$ cat config.mk
export PLATFORM = sky130hd
export DESIGN_NAME = esh_top
export DESIGN_NICKNAME = d
export VERILOG_FILES = /design/src/esh_pkg.sv /design/src/esh_top.sv
export VERILOG_INCLUDE_DIRS = /design/src
export SDC_FILE = /design/constraint.sdc
export NUM_CORES = 1
export LEC_CHECK = 0
export BUFFER_PORTS_ARGS = -buffer_cell sky130_fd_sc_hd__buf_2
export CORE_MARGIN = 5
export CORE_UTILIZATION = 40
export CTS_BUF_LIST = sky130_fd_sc_hd__clkbuf_4
export DETAILED_ROUTE_END_ITERATION = 16
export GPL_TIMING_DRIVEN = 0
export HOLD_SLACK_MARGIN = 0.08
export MAX_ROUTING_LAYER = met4
export RECOVER_POWER = 25
export SLEW_MARGIN = 5
export SYNTH_ARGS = -nofsm -noshare
export SYNTH_HDL_FRONTEND = slang
export SYNTH_SLANG_ARGS = --single-unit
$ cat constraint.sdc
create_clock -name CORE_CLK -period 5 [get_ports CORE_CLK]
set_input_delay 0.25 -clock CORE_CLK [delete_from_list [all_inputs] [get_ports CORE_CLK]]
set_output_delay 0.25 -clock CORE_CLK [all_outputs]
set_load 0.005 [all_outputs]
$ cat src/esh_defs.svh
`ifndef ESH_DEFS_SVH
`define ESH_DEFS_SVH
// Register byte offsets.
`define ESH_CTRL 5'h00
`define ESH_ADDR 5'h04
`define ESH_WDLO 5'h08
`define ESH_WDHI 5'h0c
`define ESH_CMD 5'h10
`define ESH_STAT 5'h14
`define ESH_RDLO 5'h18
`define ESH_RDHI 5'h1c
// Control field positions and reset value.
`define ESH_C_RL 1:0
`define ESH_C_WL 3:2
`define ESH_C_BLK 4
`define ESH_C_KHZ 6:5
`define ESH_C_SRC 8:7
`define ESH_CTRL_RST 9'h000
// Command field positions.
`define ESH_K_OP 3:0
`define ESH_K_DRS 4
`define ESH_K_DWS 5
`define ESH_K_CE 7:6
`define ESH_K_BE 15:8
// Timing in interface clock periods and core cycles.
`define ESH_CAS_LAT 4'h3
`define ESH_RUN_LAST 4'h7
`define ESH_FLOAT_E 2'h2
`define ESH_RESUME_E 2'h2
`define ESH_DIV4 3'h3
`define ESH_DIV6 3'h5
`endif

$ cat src/esh_pkg.sv
`default_nettype none
package esh_pkg;
  typedef enum logic [5:0] {
    H_IDLE = 6'h01, H_WAIT = 6'h02, H_FLOAT = 6'h04,
    H_HELD = 6'h08, H_RESUME = 6'h10, H_REGRANT = 6'h20
  } esh_hold_e;
  typedef enum logic [3:0] {
    OP_NOP = 4'h0, OP_ROW_ACTIVATE_CMD = 4'h1, OP_READ = 4'h2, OP_WRITE = 4'h3,
    OP_PRECHARGE_ALL_CMD = 4'h4, OP_BANK_DEACTIVATE_CMD = 4'h5, OP_AUTO_REFRESH_CMD = 4'h6, OP_MRS = 4'h7,
    OP_SRE = 4'h8, OP_SRX = 4'h9
  } esh_op_e;
  typedef struct packed {
    logic sdram_row_strobe_n;
    logic sdram_col_strobe_n;
    logic sdram_write_strobe_n;
  } esh_strobe_s;
endpackage
`default_nettype wire

$ cat src/esh_top.sv
// Our own choices: the address map and register access over Avalon-MM.
`include "esh_defs.svh"
`default_nettype none
module esh_top (
  input wire logic CORE_CLK,
  input wire logic RST_B,
  input wire logic [4:0] AVS_ADDRESS,
  input wire logic AVS_READ,
  input wire logic AVS_WRITE,
  input wire logic [31:0] AVS_WRITEDATA,
  output logic [31:0] AVS_READDATA,
  output logic AVS_WAITREQUEST,
  input wire logic BUS_YIELD_REQ_N,
  output logic BUS_YIELD_GRANT_N,
  output logic EXT_BUS_OE,
  output logic [3:0] CHIP_ENABLE_N,
  output logic [7:0] BYTE_ENABLE_N,
  output logic [22:3] EXT_ADDR_BUS,
  input wire logic [63:0] EXT_DATA_BUS_I,
  output logic [63:0] EXT_DATA_BUS_O,
  output logic EXT_DATA_BUS_OE,
  output esh_pkg::esh_strobe_s SDRAM_STROBES,
  output logic SDRAM_CLK_ENABLE,
  output logic EXTRA_OUTPUT_ENABLE,
  output logic PERIPH_DIRECT_XFER_STROBE,
  output logic [1:0] MEMORY_CLK_OUT,
  output logic [1:0] MEMORY_CLK_OE
);
  logic wait_q;
  logic [31:0] rdata_q;
  logic [31:0] rmux;
  logic [8:0] ctrl_q;
  logic [31:0] addr_q;
  logic [63:0] wdata_q;
  logic [63:0] rcap_q;
  esh_pkg::esh_hold_e hold_q;
  esh_pkg::esh_op_e op_q;
  logic run_q;
  logic [3:0] cnt_q;
  logic pdt_q;
  logic pdt_on_q;
  logic sr_q;
  logic [2:0] pre_q;
  logic [1:0] tcnt_q;
  logic grant_n_q;
  logic bus_oe_q;
  logic [1:0] mclk_q;
  logic [1:0] mclk_oe_q;
  logic [3:0] ce_n_q;
  logic [7:0] be_n_q;
  logic [22:3] ea_q;
  logic [63:0] do_q;
  logic do_oe_q;
  esh_pkg::esh_strobe_s stb_q;
  logic cke_q;
  logic eoe_q;
  logic req;
  logic ok;
  logic accept;
  logic commit;
  logic start;
  logic tick;
  logic [2:0] div;
  logic [3:0] tgt;
  logic is_rd;
  logic is_wr;
  logic st_pdt;
  esh_pkg::esh_op_e new_op;

  // A request is answered one cycle after it is seen; a command waits while the
  // engine or the yield handshake is busy, which is how software is held off.
  assign req = AVS_READ | AVS_WRITE;
  assign ok = (AVS_ADDRESS != `ESH_CMD) || AVS_READ || (!run_q && hold_q == esh_pkg::H_IDLE);
  assign accept = req && wait_q && ok;
  assign commit = req && !wait_q;
  assign start = commit && AVS_WRITE && AVS_ADDRESS == `ESH_CMD;
  assign new_op = esh_pkg::esh_op_e'(AVS_WRITEDATA[`ESH_K_OP]);
  assign is_rd = new_op == esh_pkg::OP_READ;
  assign is_wr = new_op == esh_pkg::OP_WRITE;
  assign st_pdt = (is_rd && AVS_WRITEDATA[`ESH_K_DRS]) || (is_wr && AVS_WRITEDATA[`ESH_K_DWS]);

  // Read mux; unmapped offsets read as zero.
  always_comb begin
    case (AVS_ADDRESS)
      `ESH_CTRL: rmux = {23'h000000, ctrl_q};
      `ESH_ADDR: rmux = addr_q;
      `ESH_WDLO: rmux = wdata_q[31:0];
      `ESH_WDHI: rmux = wdata_q[63:32];
      `ESH_STAT: rmux = {27'h0000000, sr_q, hold_q != esh_pkg::H_IDLE, !grant_n_q, !bus_oe_q, run_q};
      `ESH_RDLO: rmux = rcap_q[31:0];
      `ESH_RDHI: rmux = rcap_q[63:32];
      default: rmux = 32'h00000000;
    endcase
  end

  // Bus slave handshake.
  always_ff @(posedge CORE_CLK or negedge RST_B) begin
    if (!RST_B) begin
      wait_q <= 1'b1;
      rdata_q <= 32'h00000000;
    end else begin
      wait_q <= !accept;
      if (accept && AVS_READ) begin
        rdata_q <= rmux;
      end
    end
  end

  // Software registers take writes at the completing edge.
  always_ff @(posedge CORE_CLK or negedge RST_B) begin
    if (!RST_B) begin
      ctrl_q <= `ESH_CTRL_RST;
      addr_q <= 32'h00000000;
      wdata_q <= 64'h0;
    end else if (commit && AVS_WRITE) begin
      case (AVS_ADDRESS)
        `ESH_CTRL: ctrl_q <= AVS_WRITEDATA[8:0];
        `ESH_ADDR: addr_q <= AVS_WRITEDATA;
        `ESH_WDLO: wdata_q[31:0] <= AVS_WRITEDATA;
        `ESH_WDHI: wdata_q[63:32] <= AVS_WRITEDATA;
        default: wdata_q <= wdata_q;
      endcase
    end
  end

  // Interface period source: every cycle, or divided by four or six.
  always_comb begin
    case (ctrl_q[`ESH_C_SRC])
      2'h1: div = `ESH_DIV4;
      2'h2: div = `ESH_DIV6;
      default: div = 3'h0;
    endcase
  end
  assign tick = pre_q == div;

  // The prescaler restarts on every tick, and stays cleared while idle or held. A request edge
  // therefore always starts a whole period, so a divided source cannot shorten the float or resume minimum.
  always_ff @(posedge CORE_CLK or negedge RST_B) begin
    if (!RST_B) begin
      pre_q <= 3'h0;
    end else if (tick || (hold_q == esh_pkg::H_IDLE) || (hold_q == esh_pkg::H_HELD)) begin
      pre_q <= 3'h0;
    end else begin
      pre_q <= pre_q + 3'h1;
    end
  end

  // Bus yield handshake.
  always_ff @(posedge CORE_CLK or negedge RST_B) begin
    if (!RST_B) begin
      hold_q <= esh_pkg::H_IDLE;
      tcnt_q <= 2'h0;
      grant_n_q <= 1'b1;
      bus_oe_q <= 1'b1;
      mclk_oe_q <= 2'h3;
    end else begin
      case (hold_q)
        esh_pkg::H_IDLE: begin
          tcnt_q <= 2'h0;
          if (!BUS_YIELD_REQ_N) begin
            hold_q <= esh_pkg::H_WAIT;
          end
        end
        esh_pkg::H_WAIT: begin
          if (BUS_YIELD_REQ_N) begin
            hold_q <= esh_pkg::H_IDLE;
          end else if (tcnt_q != `ESH_FLOAT_E) begin
            tcnt_q <= tcnt_q + {1'b0, tick};
          end else if (!run_q && !ctrl_q[`ESH_C_BLK]) begin
            bus_oe_q <= 1'b0;
            mclk_oe_q <= ~ctrl_q[`ESH_C_KHZ];
            hold_q <= esh_pkg::H_FLOAT;
          end
        end
        esh_pkg::H_FLOAT: begin
          tcnt_q <= 2'h0;
          if (tick) begin
            grant_n_q <= 1'b0;
            hold_q <= esh_pkg::H_HELD;
          end
        end
        esh_pkg::H_HELD: begin
          if (BUS_YIELD_REQ_N) begin
            hold_q <= esh_pkg::H_RESUME;
          end
        end
        esh_pkg::H_RESUME: begin
          if (tcnt_q != `ESH_RESUME_E) begin
            tcnt_q <= tcnt_q + {1'b0, tick};
          end else begin
            bus_oe_q <= 1'b1;
            mclk_oe_q <= 2'h3;
            hold_q <= esh_pkg::H_REGRANT;
          end
        end
        esh_pkg::H_REGRANT: begin
          if (tick) begin
            grant_n_q <= 1'b1;
            hold_q <= esh_pkg::H_IDLE;
          end
        end
        default: hold_q <= esh_pkg::H_IDLE;
      endcase
    end
  end

  // Memory clocks run at half the core rate and never stop, even while yielded.
  for (genvar k = 0; k < 2; k++) begin : g_mclk
    always_ff @(posedge CORE_CLK or negedge RST_B) begin
      if (!RST_B) begin
        mclk_q[k] <= 1'b0;
      end else begin
        mclk_q[k] <= !mclk_q[k];
      end
    end
  end

  // Command engine: a read or write runs eight cycles so the latest strobe fits.
  assign tgt = (op_q == esh_pkg::OP_READ) ? `ESH_CAS_LAT + {2'h0, ctrl_q[`ESH_C_RL]}
                                          : {2'h0, ctrl_q[`ESH_C_WL]};
  always_ff @(posedge CORE_CLK or negedge RST_B) begin
    if (!RST_B) begin
      run_q <= 1'b0;
      cnt_q <= 4'h0;
      op_q <= esh_pkg::OP_NOP;
      pdt_on_q <= 1'b0;
    end else if (start) begin
      run_q <= is_rd || is_wr;
      cnt_q <= 4'h0;
      op_q <= new_op;
      pdt_on_q <= st_pdt;
    end else if (run_q) begin
      cnt_q <= cnt_q + 4'h1;
      run_q <= cnt_q != `ESH_RUN_LAST;
    end
  end

  // Strobe truth table, registered so the pins change only on the clock.
  always_ff @(posedge CORE_CLK or negedge RST_B) begin
    if (!RST_B) begin
      stb_q <= 3'h7;
      ce_n_q <= 4'hf;
      be_n_q <= 8'hff;
      ea_q <= 20'h00000;
      cke_q <= 1'b1;
      eoe_q <= 1'b1;
      sr_q <= 1'b0;
    end else if (start) begin
      ce_n_q <= ~(4'h1 << AVS_WRITEDATA[`ESH_K_CE]);
      be_n_q <= ~AVS_WRITEDATA[`ESH_K_BE];
      ea_q <= addr_q[19:0];
      eoe_q <= 1'b1;
      case (new_op)
        esh_pkg::OP_ROW_ACTIVATE_CMD: stb_q <= 3'h3;
        esh_pkg::OP_READ: stb_q <= 3'h5;
        esh_pkg::OP_WRITE: stb_q <= 3'h4;
        esh_pkg::OP_PRECHARGE_ALL_CMD: begin
          stb_q <= 3'h2;
          ea_q[13] <= 1'b1;
        end
        esh_pkg::OP_BANK_DEACTIVATE_CMD: begin
          stb_q <= 3'h2;
          ea_q[13] <= 1'b0;
        end
        esh_pkg::OP_AUTO_REFRESH_CMD: stb_q <= 3'h1;
        esh_pkg::OP_MRS: stb_q <= 3'h0;
        esh_pkg::OP_SRE: begin
          stb_q <= 3'h1;
          cke_q <= 1'b0;
          sr_q <= 1'b1;
        end
        esh_pkg::OP_SRX: begin
          cke_q <= 1'b1;
          sr_q <= 1'b0;
        end
        default: stb_q <= 3'h7;
      endcase
    end else begin
      stb_q <= 3'h7;
      if (!run_q) begin
        ce_n_q <= 4'hf;
        be_n_q <= 8'hff;
      end
    end
  end

  // Write data drives only cycle 0, and never for a direct transfer write.
  always_ff @(posedge CORE_CLK or negedge RST_B) begin
    if (!RST_B) begin
      do_q <= 64'h0;
      do_oe_q <= 1'b0;
    end else begin
      do_q <= wdata_q;
      do_oe_q <= start && is_wr && !st_pdt;
    end
  end

  // Read data is taken in the data phase unless it goes straight to a peripheral.
  always_ff @(posedge CORE_CLK or negedge RST_B) begin
    if (!RST_B) begin
      rcap_q <= 64'h0;
    end else if (run_q && op_q == esh_pkg::OP_READ && cnt_q == `ESH_CAS_LAT && !pdt_on_q) begin
      rcap_q <= EXT_DATA_BUS_I;
    end
  end

  // Direct transfer strobe lands latency cycles after the data phase.
  always_ff @(posedge CORE_CLK or negedge RST_B) begin
    if (!RST_B) begin
      pdt_q <= 1'b0;
    end else if (start) begin
      pdt_q <= st_pdt && is_wr && AVS_WRITEDATA[`ESH_K_DWS] && ctrl_q[`ESH_C_WL] == 2'h0;
    end else begin
      pdt_q <= run_q && pdt_on_q && (cnt_q + 4'h1 == tgt);
    end
  end

  assign AVS_READDATA = rdata_q;
  assign AVS_WAITREQUEST = wait_q;
  assign BUS_YIELD_GRANT_N = grant_n_q;
  assign EXT_BUS_OE = bus_oe_q;
  assign CHIP_ENABLE_N = ce_n_q;
  assign BYTE_ENABLE_N = be_n_q;
  assign EXT_ADDR_BUS = ea_q;
  assign EXT_DATA_BUS_O = do_q;
  assign EXT_DATA_BUS_OE = do_oe_q;
  assign SDRAM_STROBES = stb_q;
  assign SDRAM_CLK_ENABLE = cke_q;
  assign EXTRA_OUTPUT_ENABLE = eoe_q;
  assign PERIPH_DIRECT_XFER_STROBE = pdt_q;
  assign MEMORY_CLK_OUT = mclk_q;
  assign MEMORY_CLK_OE = mclk_oe_q;

  // Helper counts of cycles since the request last changed.
  logic [7:0] lo_cnt;
  logic [7:0] hi_cnt;
  always_ff @(posedge CORE_CLK or negedge RST_B) begin
    if (!RST_B) begin
      lo_cnt <= 8'h00;
      hi_cnt <= 8'h00;
    end else begin
      lo_cnt <= BUS_YIELD_REQ_N ? 8'h00 : lo_cnt + {7'h00, lo_cnt != 8'hff};
      hi_cnt <= !BUS_YIELD_REQ_N ? 8'h00 : hi_cnt + {7'h00, hi_cnt != 8'hff};
    end
  end
endmodule
`default_nettype wire

==> results of run 1 <==
## cell usage after synthesis (3+ instances only)
master                       n
sky130_fd_sc_hd__nand3_1     7
sky130_fd_sc_hd__nor3b_1    12
sky130_fd_sc_hd__a31oi_1    13
sky130_fd_sc_hd__buf_2       9
sky130_fd_sc_hd__xnor2_1     6
sky130_fd_sc_hd__inv_1      16
sky130_fd_sc_hd__a21o_1     36
sky130_fd_sc_hd__ha_1        6
sky130_fd_sc_hd__nor2b_1     7
sky130_fd_sc_hd__and3_1      6
sky130_fd_sc_hd__xor2_1      6
sky130_fd_sc_hd__a222oi_1   28
sky130_fd_sc_hd__buf_12      6
sky130_fd_sc_hd__a21oi_1    41
sky130_fd_sc_hd__mux2_2    107
sky130_fd_sc_hd__nand2_1    87
sky130_fd_sc_hd__nand4_1     3
sky130_fd_sc_hd__dfrtp_1   310
sky130_fd_sc_hd__mux2_4     60
sky130_fd_sc_hd__nor2_1     25
sky130_fd_sc_hd__o21ai_0    12
sky130_fd_sc_hd__nand2b_1    4
sky130_fd_sc_hd__mux2i_1     3
sky130_fd_sc_hd__nor3_1     10
sky130_fd_sc_hd__clkbuf_1   37
sky130_fd_sc_hd__nand4b_1    5
sky130_fd_sc_hd__a22oi_1    45
sky130_fd_sc_hd__dfstp_2    22
sky130_fd_sc_hd__buf_1       6
## how the worst min path moves through the flow
stage                               from            endpoint  cells past startpoint
after global routing      AVS_ADDRESS[1]    SDRAM_CLK_ENABLE                      6
after CTS                 AVS_ADDRESS[2]    SDRAM_CLK_ENABLE                      6
after floorplan                    RST_B     AVS_READDATA[0]                      0
after global placement       wdata_q[20]  EXT_DATA_BUS_O[20]                      0
after detailed placement           RST_B  EXT_DATA_BUS_O[38]                      1
final                     AVS_ADDRESS[2]    SDRAM_CLK_ENABLE                      6
## report_power, final
part	internal (mW)	total, mW	switching, mW
Combinational	0.366	0.746	0.380
Clock	1.31	2.44	1.13
Sequential	2.95	3.13	0.187
Total	4.63	6.32	1.69
## state kept, by name (all words and copies together), names as in the netlist, 3 cells and up
signal and count:
AVS_READDATA 32, BYTE_ENABLE_N 8, CHIP_ENABLE_N 4, EXT_ADDR_BUS 20
EXT_DATA_BUS_O 64, SDRAM_STROBES 3, addr_q 32, cnt_q 4
ctrl_q 9, hold_q 6, op_q 4, pre_q 3
rcap_q 64, wdata_q 64
## timing repair
item	in CTS	in global routing
endpoints found under the hold margin	333	0
resized for setup	0	0
hold buffers	105	0
## kinds of logic after synthesis
logic type | synth area share [%]
XOR/XNOR | 0.792
multiplexers | 16.1
buffers and inverters | 3.06
adder cells (fa/ha/maj) | 0.566
flip-flops | 62.8
AND/OR/NAND/NOR | 6.62
AO/OA/AOI/OAI | 10.0
other | 0.0283
## final cells by class
cell class	instances	area (sq um)	area share, %
Sequential cell	332	8340	48.0
Timing Repair Buffer	354	2360	13.6
Tap cell	442	553	3.19
Antenna cell	6	15.0	0.0865
Buffer	60	345	1.99
Clock buffer	139	1040	6.01
Inverter	16	60.1	0.346
Clock inverter	24	121	0.699
Multi-Input combinational cell	554	4530	26.1
## cell usage in the layout, fill, tap and decap left out, types with 12 or more instances in the layout
master	n
sky130_fd_sc_hd__a21o_1	36
sky130_fd_sc_hd__a21oi_1	41
sky130_fd_sc_hd__a222oi_1	28
sky130_fd_sc_hd__a22oi_1	45
sky130_fd_sc_hd__a31oi_1	13
sky130_fd_sc_hd__buf_2	254
sky130_fd_sc_hd__clkbuf_1	39
sky130_fd_sc_hd__clkbuf_4	139
sky130_fd_sc_hd__clkinv_1	20
sky130_fd_sc_hd__dfrtp_1	310
sky130_fd_sc_hd__dfstp_2	22
sky130_fd_sc_hd__dlygate4sd3_1	104
sky130_fd_sc_hd__inv_1	16
sky130_fd_sc_hd__mux2_2	107
sky130_fd_sc_hd__mux2_4	60
sky130_fd_sc_hd__nand2_1	87
sky130_fd_sc_hd__nor2_1	25
sky130_fd_sc_hd__nor3b_1	12
sky130_fd_sc_hd__o21ai_0	12
## critical path, cell delays in order, from the launching register on
cell and delay [ps]:
sky130_fd_sc_hd__dfstp_2 390, sky130_fd_sc_hd__nor2b_1 100, sky130_fd_sc_hd__clkbuf_1 260, sky130_fd_sc_hd__and3_1 220, sky130_fd_sc_hd__clkbuf_1 560, sky130_fd_sc_hd__clkbuf_1 520, sky130_fd_sc_hd__a31oi_1 150, sky130_fd_sc_hd__dlygate4sd3_1 580
## layer usage
layer | share of wire (%) | vias to the layer above | global-route usage [%] | wire length (um)
met3 | 7.5 | 56 | 5.51 | 3150
li1 | - | 4448 | - | -
met4 | 1.8 | 0 | 6.56 | 770
met5 | 0 | - | - | 0
met2 | 47 | 394 | 36.4 | 19800
met1 | 44 | 5004 | 30.7 | 18400
==> flow_summary.rst, run 1 <==
.. list-table::
   :header-rows: 1

   * - Metric
     - Value
   * - Result of the run
     - finished, violations left
   * - Failing checks
     - max-capacitance violations
   * - CTS tree
     - done
   * - Clock-pin slew on the worst setup and hold paths
     - about 70 ps
   * - Crit. End Element
     - flop
   * - Fill count
     - a little under 3000
   * - Number of global-route vias before repair
     - approximately 10000
   * - Post-CTS setup buffers
     - 0
   * - CP Data Arrival Time
     - roughly 3500 ps
   * - Vias/cell
     - 5.14
   * - Average wire per standard cell
     - ~22 um
   * - Ratio of final minimum period to clock period
     - a little under three fifths
   * - Share of flip-flops with an asynchronous set or reset after synthesis
     - between 90% and 100%
   * - Floorplan die width
     - ~190 um
   * - Unrepaired setup endpoints after global routing
     - no
   * - Pin count of the biggest net entering global routing
     - ~110
   * - Slew headroom
     - less than 1%
   * - Leftover overflow at the end of global routing
     - 0
   * - Die extent in y
     - approximately 190 um
   * - Global placement routability congestion
     - a little over 0.8
   * - Area grow syn2layout
     - 30.8%
   * - Post-Syn Area per Cell
     - between 10 and 15 sq um
   * - Critical R2R Capture
     - CHIP_ENABLE_N[3]
   * - Boundary pin count
     - 248
   * - Area inside the core boundary
     - roughly 33000 sq um
   * - Critical path class
     - flop to flop
   * - Hold slack
     - about 130 ps
   * - Maximum vdd drop
     - 0.167 mV
   * - Post-synth EDFFs
     - 0
   * - Max-slew violation total from the final report
     - 0
   * - Inserted Clock Buffers
     - 91
   * - Effective utilization at floorplan
     - 40.7%
   * - CTS H-Tree Depth
     - 3
   * - Cell area after synthesis
     - 13300 sq um
   * - Share of Yosys cell area claimed by the top area cell type
     - between 50% and 60%
   * - Overall routed net length
     - 42100 um
   * - Clock root buffer
     - sky130_fd_sc_hd__clkbuf_4
   * - Number of endpoints with negative hold slack in the final report
     - 0
   * - Biggest fanout along the worst timing path
     - 10
   * - Top post-synthesis cells by area
     - sky130_fd_sc_hd__dfrtp_1 (58%), sky130_fd_sc_hd__mux2_2 (9.1%), sky130_fd_sc_hd__mux2_4 (6.8%), sky130_fd_sc_hd__dfstp_2 (4.4%), sky130_fd_sc_hd__a22oi_1 (2.5%)
   * - Pre-CTS WS
     - between 2000 and 2500 ps
   * - Required time of the critical path
     - between 5000 and 6000 ps
   * - Clock buffer depth
     - 3
   * - Dominant register cell in the synthesized netlist
     - sky130_fd_sc_hd__dfrtp_1
   * - Post-synthesis cell count
     - about 960
   * - Crit path launch
     - AVS_WAITREQUEST
   * - Placed cell area
     - between 15000 and 20000 sq um
   * - Wire length of the first global-routing pass
     - approximately 62000 um
   * - Count of TritonRoute iterations in the first routing pass
     - 6
   * - Min Clock Period, post-route
     - roughly 2900 ps
   * - Clock sink count
     - 332
   * - Instance count after placement with tap cells included
     - around 1700
   * - Yosys warning total
     - 0
   * - Least-Margin Pin Slew
     - 1490 ps
   * - Part of the Yosys area used for sequential elements
     - 62.8%
   * - Port Buffers
     - ~250
   * - Sum Neg Setup Slack
     - 0 ps
   * - Category of the worst setup path launch point
     - flop
   * - Overall die area
     - 36900 sq um
   * - Maxcap violations
     - 1
   * - Power density cells
     - about 360 nW/um^2
   * - Worst hold-check path type
     - input pin to flop
   * - Seq cells post-synth
     - 332
   * - Worst R2R Setup Slack
     - between 2000 and 2500 ps
   * - Critical Path End
     - CHIP_ENABLE_N[3]
   * - R2r startpoint
     - AVS_WAITREQUEST
   * - Number of nets at the end of the flow
     - between 1500 and 2000
   * - Residual antenna-violating net count after detailed routing
     - 0
   * - Biggest area consumer among synthesized cells
     - sky130_fd_sc_hd__dfrtp_1
   * - Syn nets
     - ~1100
   * - Post-Layout Cell Count
     - 1927
   * - Final setup fails
     - 0
   * - Slack of the critical path
     - about 2100 ps
   * - Core utilization of the finished layout
     - 53.2%
   * - Clk_lat worst skew
     - ~730 ps
   * - Number of placement rows
     - 66
   * - Maximum clock frequency
     - 0.349 GHz
   * - Register-to-Register Path Depth
     - 7
   * - Post-route cell area
     - 17400 sq um
   * - Number of vias in the routed layout
     - ~10000
   * - Unique cell type count in the Yosys netlist
     - 53
   * - Leak Pwr
     - slightly below 9 nW
   * - Setup clock skew after layout
     - 52.9 ps
   * - DRT iter0 DRCs
     - approximately 750
   * - HPWL reported at the end of detailed placement
     - 28100 um
   * - GRT Total Usage
     - about a quarter
   * - Post-route total power
     - 6.32 mW
   * - Proportion of layout cells with a drive suffix above 1
     - 40.6%
   * - Remaining routing DRC violations
     - 0
   * - Antenna violations before repair
     - 3
Power figures use the tool's default switching activity.
==> run 2: changes to the inputs <==
==> constraint.sdc (replaced) <==
create_clock -name CORE_CLK -period 2.36 [get_ports CORE_CLK]
set_input_delay 0.118 -clock CORE_CLK [delete_from_list [all_inputs] [get_ports CORE_CLK]]
set_output_delay 0.118 -clock CORE_CLK [all_outputs]
set_load 0.005 [all_outputs]
==> run 2 against run 1 <==
Compared with the run above:
- the run now ends clean
- sequential power rose by 110%
- first-iteration DRC count up 4.1%
- routed wire length rose by 0.55%
- count of clock-buffer cells in the layout did not move
- critical path type unchanged
- critical endpoint is now AVS_READDATA[12]
- largest power group unchanged
==> flow_summary.rst, run 2 (same netlist as run 1, synthesis figures left out) <==
.. list-table::
   :header-rows: 1

   * - Metric
     - Value
   * - Power density cells
     - 769 nW/um^2 (+110%)
   * - Port Buffers
     - 246 (unchanged)
   * - Residual antenna-violating net count after detailed routing
     - 0 (unchanged)
   * - Max-slew violation total from the final report
     - 0 (unchanged)
   * - Final setup fails
     - 0 (unchanged)
   * - Maximum clock frequency
     - 0.436 GHz (+25%)
   * - Result of the run
     - complete, no violations
   * - Most common library cell in the layout ignoring fill and taps
     - sky130_fd_sc_hd__dfrtp_1
   * - Effective utilization at floorplan
     - 40.7% (unchanged)
   * - Number of placement rows
     - 66 (unchanged)
   * - CP Data Arrival Time
     - 2930 ps (-590 ps)
   * - Critical Path End
     - AVS_READDATA[12]
   * - Post-Layout Cell Count
     - 1936 (+0.47%)
   * - Slack of the critical path
     - 65.9 ps (-2070 ps)
   * - Global placement routability congestion
     - 0.813 (unchanged)
   * - Critical path class
     - flop to flop
   * - Overall routed net length
     - 42300 um (+0.55%)
   * - Slew headroom
     - 7.66% (+7.2 points)
   * - Critical R2R Capture
     - AVS_READDATA[12]
   * - Clock-pin slew on the worst setup and hold paths
     - 70 ps (about the same)
   * - Pin count of the biggest net entering global routing
     - 113 (unchanged)
   * - HPWL reported at the end of detailed placement
     - 28100 um (unchanged)
   * - Post-route total power
     - 13.4 mW (+110%)
   * - Setup clock skew after layout
     - 54.5 ps (+1.63 ps)
   * - Clk_lat worst skew
     - 730 ps (about the same)
   * - Hold slack
     - 151 ps (+20.5 ps)
   * - Core utilization of the finished layout
     - 53.6% (+0.39 points)
   * - Crit. End Element
     - flop
   * - Worst hold-check path type
     - input pin to flop
   * - CTS tree
     - done
   * - Register-to-Register Path Depth
     - 5 (-2)
   * - Placed cell area
     - 15100 sq um (unchanged)
   * - GRT Total Usage
     - 23.4% (+0.12 points)
   * - Vias/cell
     - 5.15 (+0.26%)
   * - Number of nets at the end of the flow
     - 1529 (+0.53%)
   * - Floorplan die width
     - 192 um (unchanged)
   * - Number of endpoints with negative hold slack in the final report
     - 0 (unchanged)
   * - Inserted Clock Buffers
     - 91 (unchanged)
   * - Maxcap violations
     - 0 (-1)
   * - Sum Neg Setup Slack
     - 0 ps (unchanged)
   * - Boundary pin count
     - 248 (unchanged)
   * - CTS H-Tree Depth
     - 3 (unchanged)
   * - Remaining routing DRC violations
     - 0 (unchanged)
   * - Crit path launch
     - AVS_WAITREQUEST
   * - R2r startpoint
     - AVS_WAITREQUEST
   * - Multi-input gate area
     - 4540 sq um (+0.36%)
   * - Instance count after placement with tap cells included
     - 1653 (unchanged)
   * - Wire length of the first global-routing pass
     - 62800 um (+0.60%)
   * - Fill count
     - 2892 (-0.55%)
   * - Worst R2R Setup Slack
     - 70 ps (-2070 ps)
   * - Post-CTS setup buffers
     - 0 (unchanged)
   * - Clock root buffer
     - sky130_fd_sc_hd__clkbuf_4
   * - Unrepaired setup endpoints after global routing
     - no
   * - Overall die area
     - 36900 sq um (unchanged)
   * - Antenna violations before repair
     - 3 (unchanged)
   * - DRT iter0 DRCs
     - 779 (+4.1%)
   * - Post-route cell area
     - 17500 sq um (+0.74%)
   * - Pre-CTS WS
     - -296 ps (-2640 ps)
   * - Required time of the critical path
     - 3000 ps (-2650 ps)
   * - Number of global-route vias before repair
     - 10516 (+0.95%)
   * - Biggest fanout along the worst timing path
     - 10 (unchanged)
   * - Ratio of final minimum period to clock period
     - 97.2% (+40 points)
   * - Sequential cell area
     - 8340 sq um (unchanged)
   * - Area inside the core boundary
     - 32600 sq um (unchanged)
   * - Maximum vdd drop
     - 0.354 mV (+110%)
   * - Clock buffer depth
     - 3 (unchanged)
   * - Proportion of layout cells with a drive suffix above 1
     - 41.0% (+0.45 points)
   * - Leftover overflow at the end of global routing
     - 0 (unchanged)
   * - Average wire per standard cell
     - 21.8 um (about the same)
   * - Leak Pwr
     - 8.95 nW (+0.91%)
   * - Category of the worst setup path launch point
     - flop
   * - Clock sink count
     - 332 (unchanged)
   * - Area grow syn2layout
     - 31.8%
   * - Commonest cells after routing, fill and taps aside
     - sky130_fd_sc_hd__dfrtp_1 (310), sky130_fd_sc_hd__buf_2 (256), sky130_fd_sc_hd__clkbuf_4 (139)
   * - Count of TritonRoute iterations in the first routing pass
     - 6 (unchanged)
   * - Least-Margin Pin Slew
     - 1390 ps (-108 ps)
   * - Min Clock Period, post-route
     - 2290 ps (-575 ps)
   * - Number of vias in the routed layout
     - 9974 (+0.73%)
   * - Die extent in y
     - 192 um (unchanged)
-- run 2: worst min-delay path by stage --
stage,from,cells past startpoint,to
after floorplan,RST_B,0,AVS_READDATA[0]
after global placement,AVS_WRITEDATA[13],2,BYTE_ENABLE_N[5]
after detailed placement,RST_B,1,EXT_DATA_BUS_O[38]
after CTS,AVS_WRITEDATA[9],3,BYTE_ENABLE_N[1]
after global routing,EXT_DATA_BUS_I[49],3,rcap_q[49]
final,AVS_ADDRESS[3],5,AVS_READDATA[3]
-- run 2: worst max-delay path, cell delays in order, from the launching register on --
cell and delay, ps:
sky130_fd_sc_hd__dfstp_2 560, sky130_fd_sc_hd__nand2_1 240, sky130_fd_sc_hd__a2111o_1 590, sky130_fd_sc_hd__buf_1 380, sky130_fd_sc_hd__a21oi_1 300, sky130_fd_sc_hd__a21o_1 130
-- run 2: what timing repair did --
item | in CTS | in global routing
hold endpoints to repair | 347 | 0
setup endpoints to repair | 29 | 20
hold buffers | 113 | 0
gates resized for setup | 6 | 5
pin swaps | 0 | 0
-- run 2: cell type report --
cell class	count	share of cell area, %
Sequential cell	332	47.7
Multi-Input combinational cell	554	26.0
Antenna cell	7	0.100
Clock inverter	24	0.694
Clock buffer	139	5.97
Tap cell	442	3.16
Timing Repair Buffer	362	14.1
Inverter	16	0.343
Buffer	60	2.03
-- run 2: routing by layer --
metal	global-route usage, %	part of all wire (%)	wire length, um
met2	36.7	47	19800
met4	6.66	1.8	765
met1	30.8	44	18700
met3	5.42	7.1	3000
met5	-	0	0
-- run 2: report_power, final --
group	internal [mW]	leakage (nW)	total, mW	switching, mW
logic	0.800	3.82	1.62	0.823
clock network	2.78	0.698	5.18	2.40
registers	6.24	4.43	6.64	0.396
total	9.82	8.95	13.4	3.62
==> run 3: changes to the inputs <==
--- a/config.mk
+++ b/config.mk
@@ -6,6 +6,7 @@
 export SDC_FILE = /design/constraint.sdc
 export NUM_CORES = 1
 export LEC_CHECK = 0
+export ABC_AREA = 1
 export BUFFER_PORTS_ARGS = -buffer_cell sky130_fd_sc_hd__buf_2
 export CORE_MARGIN = 5
 export CORE_UTILIZATION = 40
@@ -14,6 +15,7 @@
 export GPL_TIMING_DRIVEN = 0
 export HOLD_SLACK_MARGIN = 0.08
 export MAX_ROUTING_LAYER = met4
+export PLACE_DENSITY_LB_ADDON = 0.2
 export RECOVER_POWER = 25
 export SLEW_MARGIN = 5
 export SYNTH_ARGS = -nofsm -noshare
==> run 3 against run 2 <==
Compared with the run above:
- cell area grew 3.8%
- final cell count is 35% higher
- largest power group unchanged
- fmax fell by 1.3%
==> flow_summary.rst, run 3 <==
.. list-table::
   :header-rows: 1

   * - Metric
     - Value
   * - Number of nets at the end of the flow
     - 2201 (+44%)
   * - Hold slack
     - 149 ps (-1.85 ps)
   * - Crit. End Element
     - flop
   * - CTS tree
     - done
   * - Share of flip-flops with an asynchronous set or reset after synthesis
     - 100% (unchanged)
   * - Total length of routed met2 wires
     - 19700 um (-0.81%)
   * - Critical path class
     - flop to flop
   * - Number of global-route vias before repair
     - 12507 (+19%)
   * - Maximum clock frequency
     - 0.430 GHz (-1.3%)
   * - Max-slew violation total from the final report
     - 0 (unchanged)
   * - Power density cells
     - 755 nW/um^2 (-1.8%)
   * - Floorplan die width
     - 196 um (+2.1%)
   * - Number of placement rows
     - 68 (+3.0%)
   * - CP Data Arrival Time
     - 2920 ps (about the same)
   * - Wire length of the first global-routing pass
     - 69100 um (+10%)
   * - Met3 wire len
     - 2710 um (-9.8%)
   * - Count of TritonRoute iterations in the first routing pass
     - 5 (-1)
   * - Category of the worst setup path launch point
     - flop
   * - Post-Syn Area per Cell
     - 8.54 sq um (-38%)
   * - Synthesized-area fraction occupied by ao, oa, aoi and oai cells
     - 6.08% (-3.9 points)
   * - Worst hold-check path type
     - input pin to flop
   * - HPWL reported at the end of detailed placement
     - 31600 um (+12%)
   * - Area inside the core boundary
     - 34400 sq um (+5.4%)
   * - Required time of the critical path
     - 2960 ps (-40 ps)
   * - Pre-CTS WS
     - 177 ps (+473 ps)
   * - Unique cell type count in the Yosys netlist
     - 39 (-26%)
   * - Biggest fanout along the worst timing path
     - 10 (unchanged)
   * - Least-Margin Pin Slew
     - 1050 ps (-337 ps)
   * - Number of buffer and inverter stages on the critical path
     - 5 (+4)
   * - Inserted Clock Buffers
     - 87 (-4.4%)
   * - Leak Pwr
     - 9.62 nW (+7.6%)
   * - Clock sink count
     - 332 (unchanged)
   * - Clock root buffer
     - sky130_fd_sc_hd__clkbuf_4
   * - Commonest cells in the synthesized netlist
     - sky130_fd_sc_hd__nand2_1 (645), sky130_fd_sc_hd__dfrtp_1 (310), sky130_fd_sc_hd__inv_1 (137)
   * - Biggest area consumer among synthesized cells
     - sky130_fd_sc_hd__dfrtp_1
   * - Seq cells post-synth
     - 332 (unchanged)
   * - Proportion of layout cells with a drive suffix above 1
     - 22.8% (-18 points)
   * - Core utilization of the finished layout
     - 52.8% (-0.79 points)
   * - Post-synthesis cell count
     - 1623 (+69%)
   * - Multiplexer fraction of the synthesized cell area
     - 0% (-16 points)
   * - Die extent in y
     - 196 um (+2.1%)
   * - Slew headroom
     - 30.1% (+22 points)
   * - Part of the Yosys area used for sequential elements
     - 60.1% (-2.7 points)
   * - Post-synth EDFFs
     - 0 (unchanged)
   * - Post-route cell area
     - 18200 sq um (+3.8%)
   * - Worst path max stage delay
     - 560 ps (-30 ps)
   * - DRT iter0 DRCs
     - 642 (-18%)
   * - Final setup fails
     - 0 (unchanged)
   * - Global placement routability congestion
     - 0.888 (+9.2%)
   * - Commonest cells after routing, fill and taps aside
     - sky130_fd_sc_hd__nand2_1 (644), sky130_fd_sc_hd__dfrtp_1 (310), sky130_fd_sc_hd__buf_2 (284)
   * - Overall routed net length
     - 43200 um (+2.1%)
   * - Post-Route M1 WL
     - 20100 um (+7.2%)
   * - Syn nets
     - 1735 (+62%)
   * - Area grow syn2layout
     - 30.9%
   * - Synth Area in Simple Gates
     - 26.4% (+20 points)
   * - Critical path's slowest cell
     - sky130_fd_sc_hd__dlygate4sd3_1
   * - Slack of the critical path
     - 34.5 ps (-31.3 ps)
   * - Highest metal used
     - met4
   * - Clock-pin slew on the worst setup and hold paths
     - 70 ps (about the same)
   * - Maxcap violations
     - 0 (unchanged)
   * - Remaining routing DRC violations
     - 0 (unchanged)
   * - Most instantiated library cell after synthesis
     - sky130_fd_sc_hd__nand2_1
   * - Share of Yosys cell area claimed by the top area cell type
     - 55.9% (-2.5 points)
   * - Number of endpoints with negative hold slack in the final report
     - 0 (unchanged)
   * - Pin count of the biggest net entering global routing
     - 116 (+2.7%)
   * - CTS H-Tree Depth
     - 3 (unchanged)
   * - Residual antenna-violating net count after detailed routing
     - 0 (unchanged)
   * - Vias/cell
     - 4.69 (-9.0%)
   * - Cell-by-cell listing of the critical path
     - inv_1 -> nand2_1 -> clkinvlp_4 -> nand4_1 -> clkbuf_4 -> buf_2 -> nor4_1 -> dlygate4sd3_1
   * - Cell class contributing the biggest share of worst-path delay
     - buffers and inverters
   * - Number of vias in the routed layout
     - 12252 (+23%)
   * - Antenna violations before repair
     - 1 (-2)
   * - Ratio of final minimum period to clock period
     - 98.5% (+1.3 points)
   * - Placed cell area
     - 15800 sq um (+4.0%)
   * - Overall die area
     - 38500 sq um (+4.3%)
   * - Cell area after synthesis
     - 13900 sq um (+4.5%)
   * - Clk_lat worst skew
     - 730 ps (about the same)
   * - Fill count
     - 3365 (+16%)
   * - Yosys warning total
     - 0 (unchanged)
   * - Top post-synthesis cells by area
     - sky130_fd_sc_hd__dfrtp_1 (56%), sky130_fd_sc_hd__nand2_1 (17%), sky130_fd_sc_hd__dfstp_2 (4.2%), sky130_fd_sc_hd__o21ai_0 (4.1%), sky130_fd_sc_hd__inv_1 (3.7%)
   * - Dominant register cell in the synthesized netlist
     - sky130_fd_sc_hd__dfrtp_1
   * - Share of the synthesized netlist area taken by xor and xnor gates
     - 0.316% (-0.48 points)
   * - Clock buffer depth
     - 3 (unchanged)
   * - Result of the run
     - complete, no violations
   * - Port Buffers
     - 245 (-0.41%)
   * - Min Clock Period, post-route
     - 2330 ps (+31.3 ps)
   * - Boundary pin count
     - 248 (unchanged)
   * - Most common library cell in the layout ignoring fill and taps
     - sky130_fd_sc_hd__nand2_1
   * - Effective utilization at floorplan
     - 40.3% (-0.33 points)
   * - Sum Neg Setup Slack
     - 0 ps (unchanged)
   * - Average wire per standard cell
     - 16.5 um (-24%)
   * - Arithmetic-cell share of the synthesized area counting full adders, half adders and majority gates
     - 0.541% (-0.025 points)
   * - Largest family of logic cells by synthesized area
     - simple AND/OR/NAND/NOR gates
   * - Leftover overflow at the end of global routing
     - 0 (unchanged)
   * - Maximum vdd drop
     - 0.274 mV (-23%)
   * - Setup clock skew after layout
     - 41.5 ps (-13.0 ps)
   * - GRT Total Usage
     - 23.4% (-0.028 points)
[run 3: cell count changes in the layout (fill, tap and decap cells not counted), sizes merged, moves of 25 or more]
cell / change
a22oi: -45
a222oi: -28
nand3: +98
o21ai: +135
a21o: -36
buf: +30
nand2: +565
clkbuf: -25
nor2: +104
a21oi: -32
inv: +126
mux2: -167
[run 3: final timing paths]
path,startpoint,end,slack (ps),depth (start not counted)
max in group asynchronous,RST_B,EXT_DATA_BUS_O[49],510,4
worst min register to register,wdata_q[41],EXT_DATA_BUS_O[41],390,0
worst max register to register,AVS_WAITREQUEST,EXT_DATA_BUS_OE,30,8
min in group asynchronous,RST_B,hold_q[0],770,3
worst min-delay path,EXT_DATA_BUS_I[58],rcap_q[58],150,4
worst max-delay path,AVS_WAITREQUEST,EXT_DATA_BUS_OE,30,8
[run 3: cells by family (layout without fill, tap and decap cells)]
logic type | Yosys count | after routing
AO/OA/AOI/OAI | 165 | 165
XOR/XNOR | 5 | 5
adder cells (fa/ha/maj) | 6 | 6
buffers and inverters | 211 | 746
flip-flops | 332 | 332
other | 1 | 2
AND/OR/NAND/NOR | 903 | 903
[run 3: timing repair]
item,CTS,global route
endpoints found under the setup margin,0,39
hold endpoints to repair,462,0
hold buffers,127,0
resized for setup,0,4
setup buffers,0,2
[run 3: tightest hold or removal path, stage by stage]
cell                            delay [ps]
sky130_fd_sc_hd__dlygate4sd3_1         520
sky130_fd_sc_hd__buf_2                 100
sky130_fd_sc_hd__nand3_1                60
sky130_fd_sc_hd__nand2_1                60
[run 3: area by class of cell]
| cell class | count | area, sq um | area share (%) |
|---|---|---|---|
| antenna | 1 | 2.50 | 0.0138 |
| buffer | 68 | 363 | 2.00 |
| clock buffer | 134 | 1010 | 5.54 |
| clock inverter | 24 | 119 | 0.655 |
| inverter | 143 | 543 | 2.99 |
| multi-input combinational | 1080 | 4640 | 25.6 |
| sequential | 332 | 8340 | 45.9 |
| tap | 455 | 569 | 3.14 |
| timing repair buffer | 377 | 2570 | 14.2 |
[run 3: through the flow]
step,power (mW),instances
floorplan,7.68,1623
global placement,8.55,2323
detailed placement,8.61,2326
CTS,13.9,2611
global route,14.5,2614
finish,13.7,2614
[run 3: routing by layer]
| layer | track usage (%) | up-vias |
|---|---|---|
| li1 | - | 6053 |
| met1 | 32.0 | 5799 |
| met2 | 35.6 | 344 |
| met3 | 5.03 | 56 |
| met4 | 6.54 | 0 |
| met5 | - | - |
[run 3: where the power goes]
group | total, mW | internal, mW | leakage (nW) | switching, mW
Clock | 5.06 | 2.69 | 0.677 | 2.37
Sequential | 6.71 | 6.30 | 4.11 | 0.416
Combinational | 1.93 | 0.790 | 4.84 | 1.14
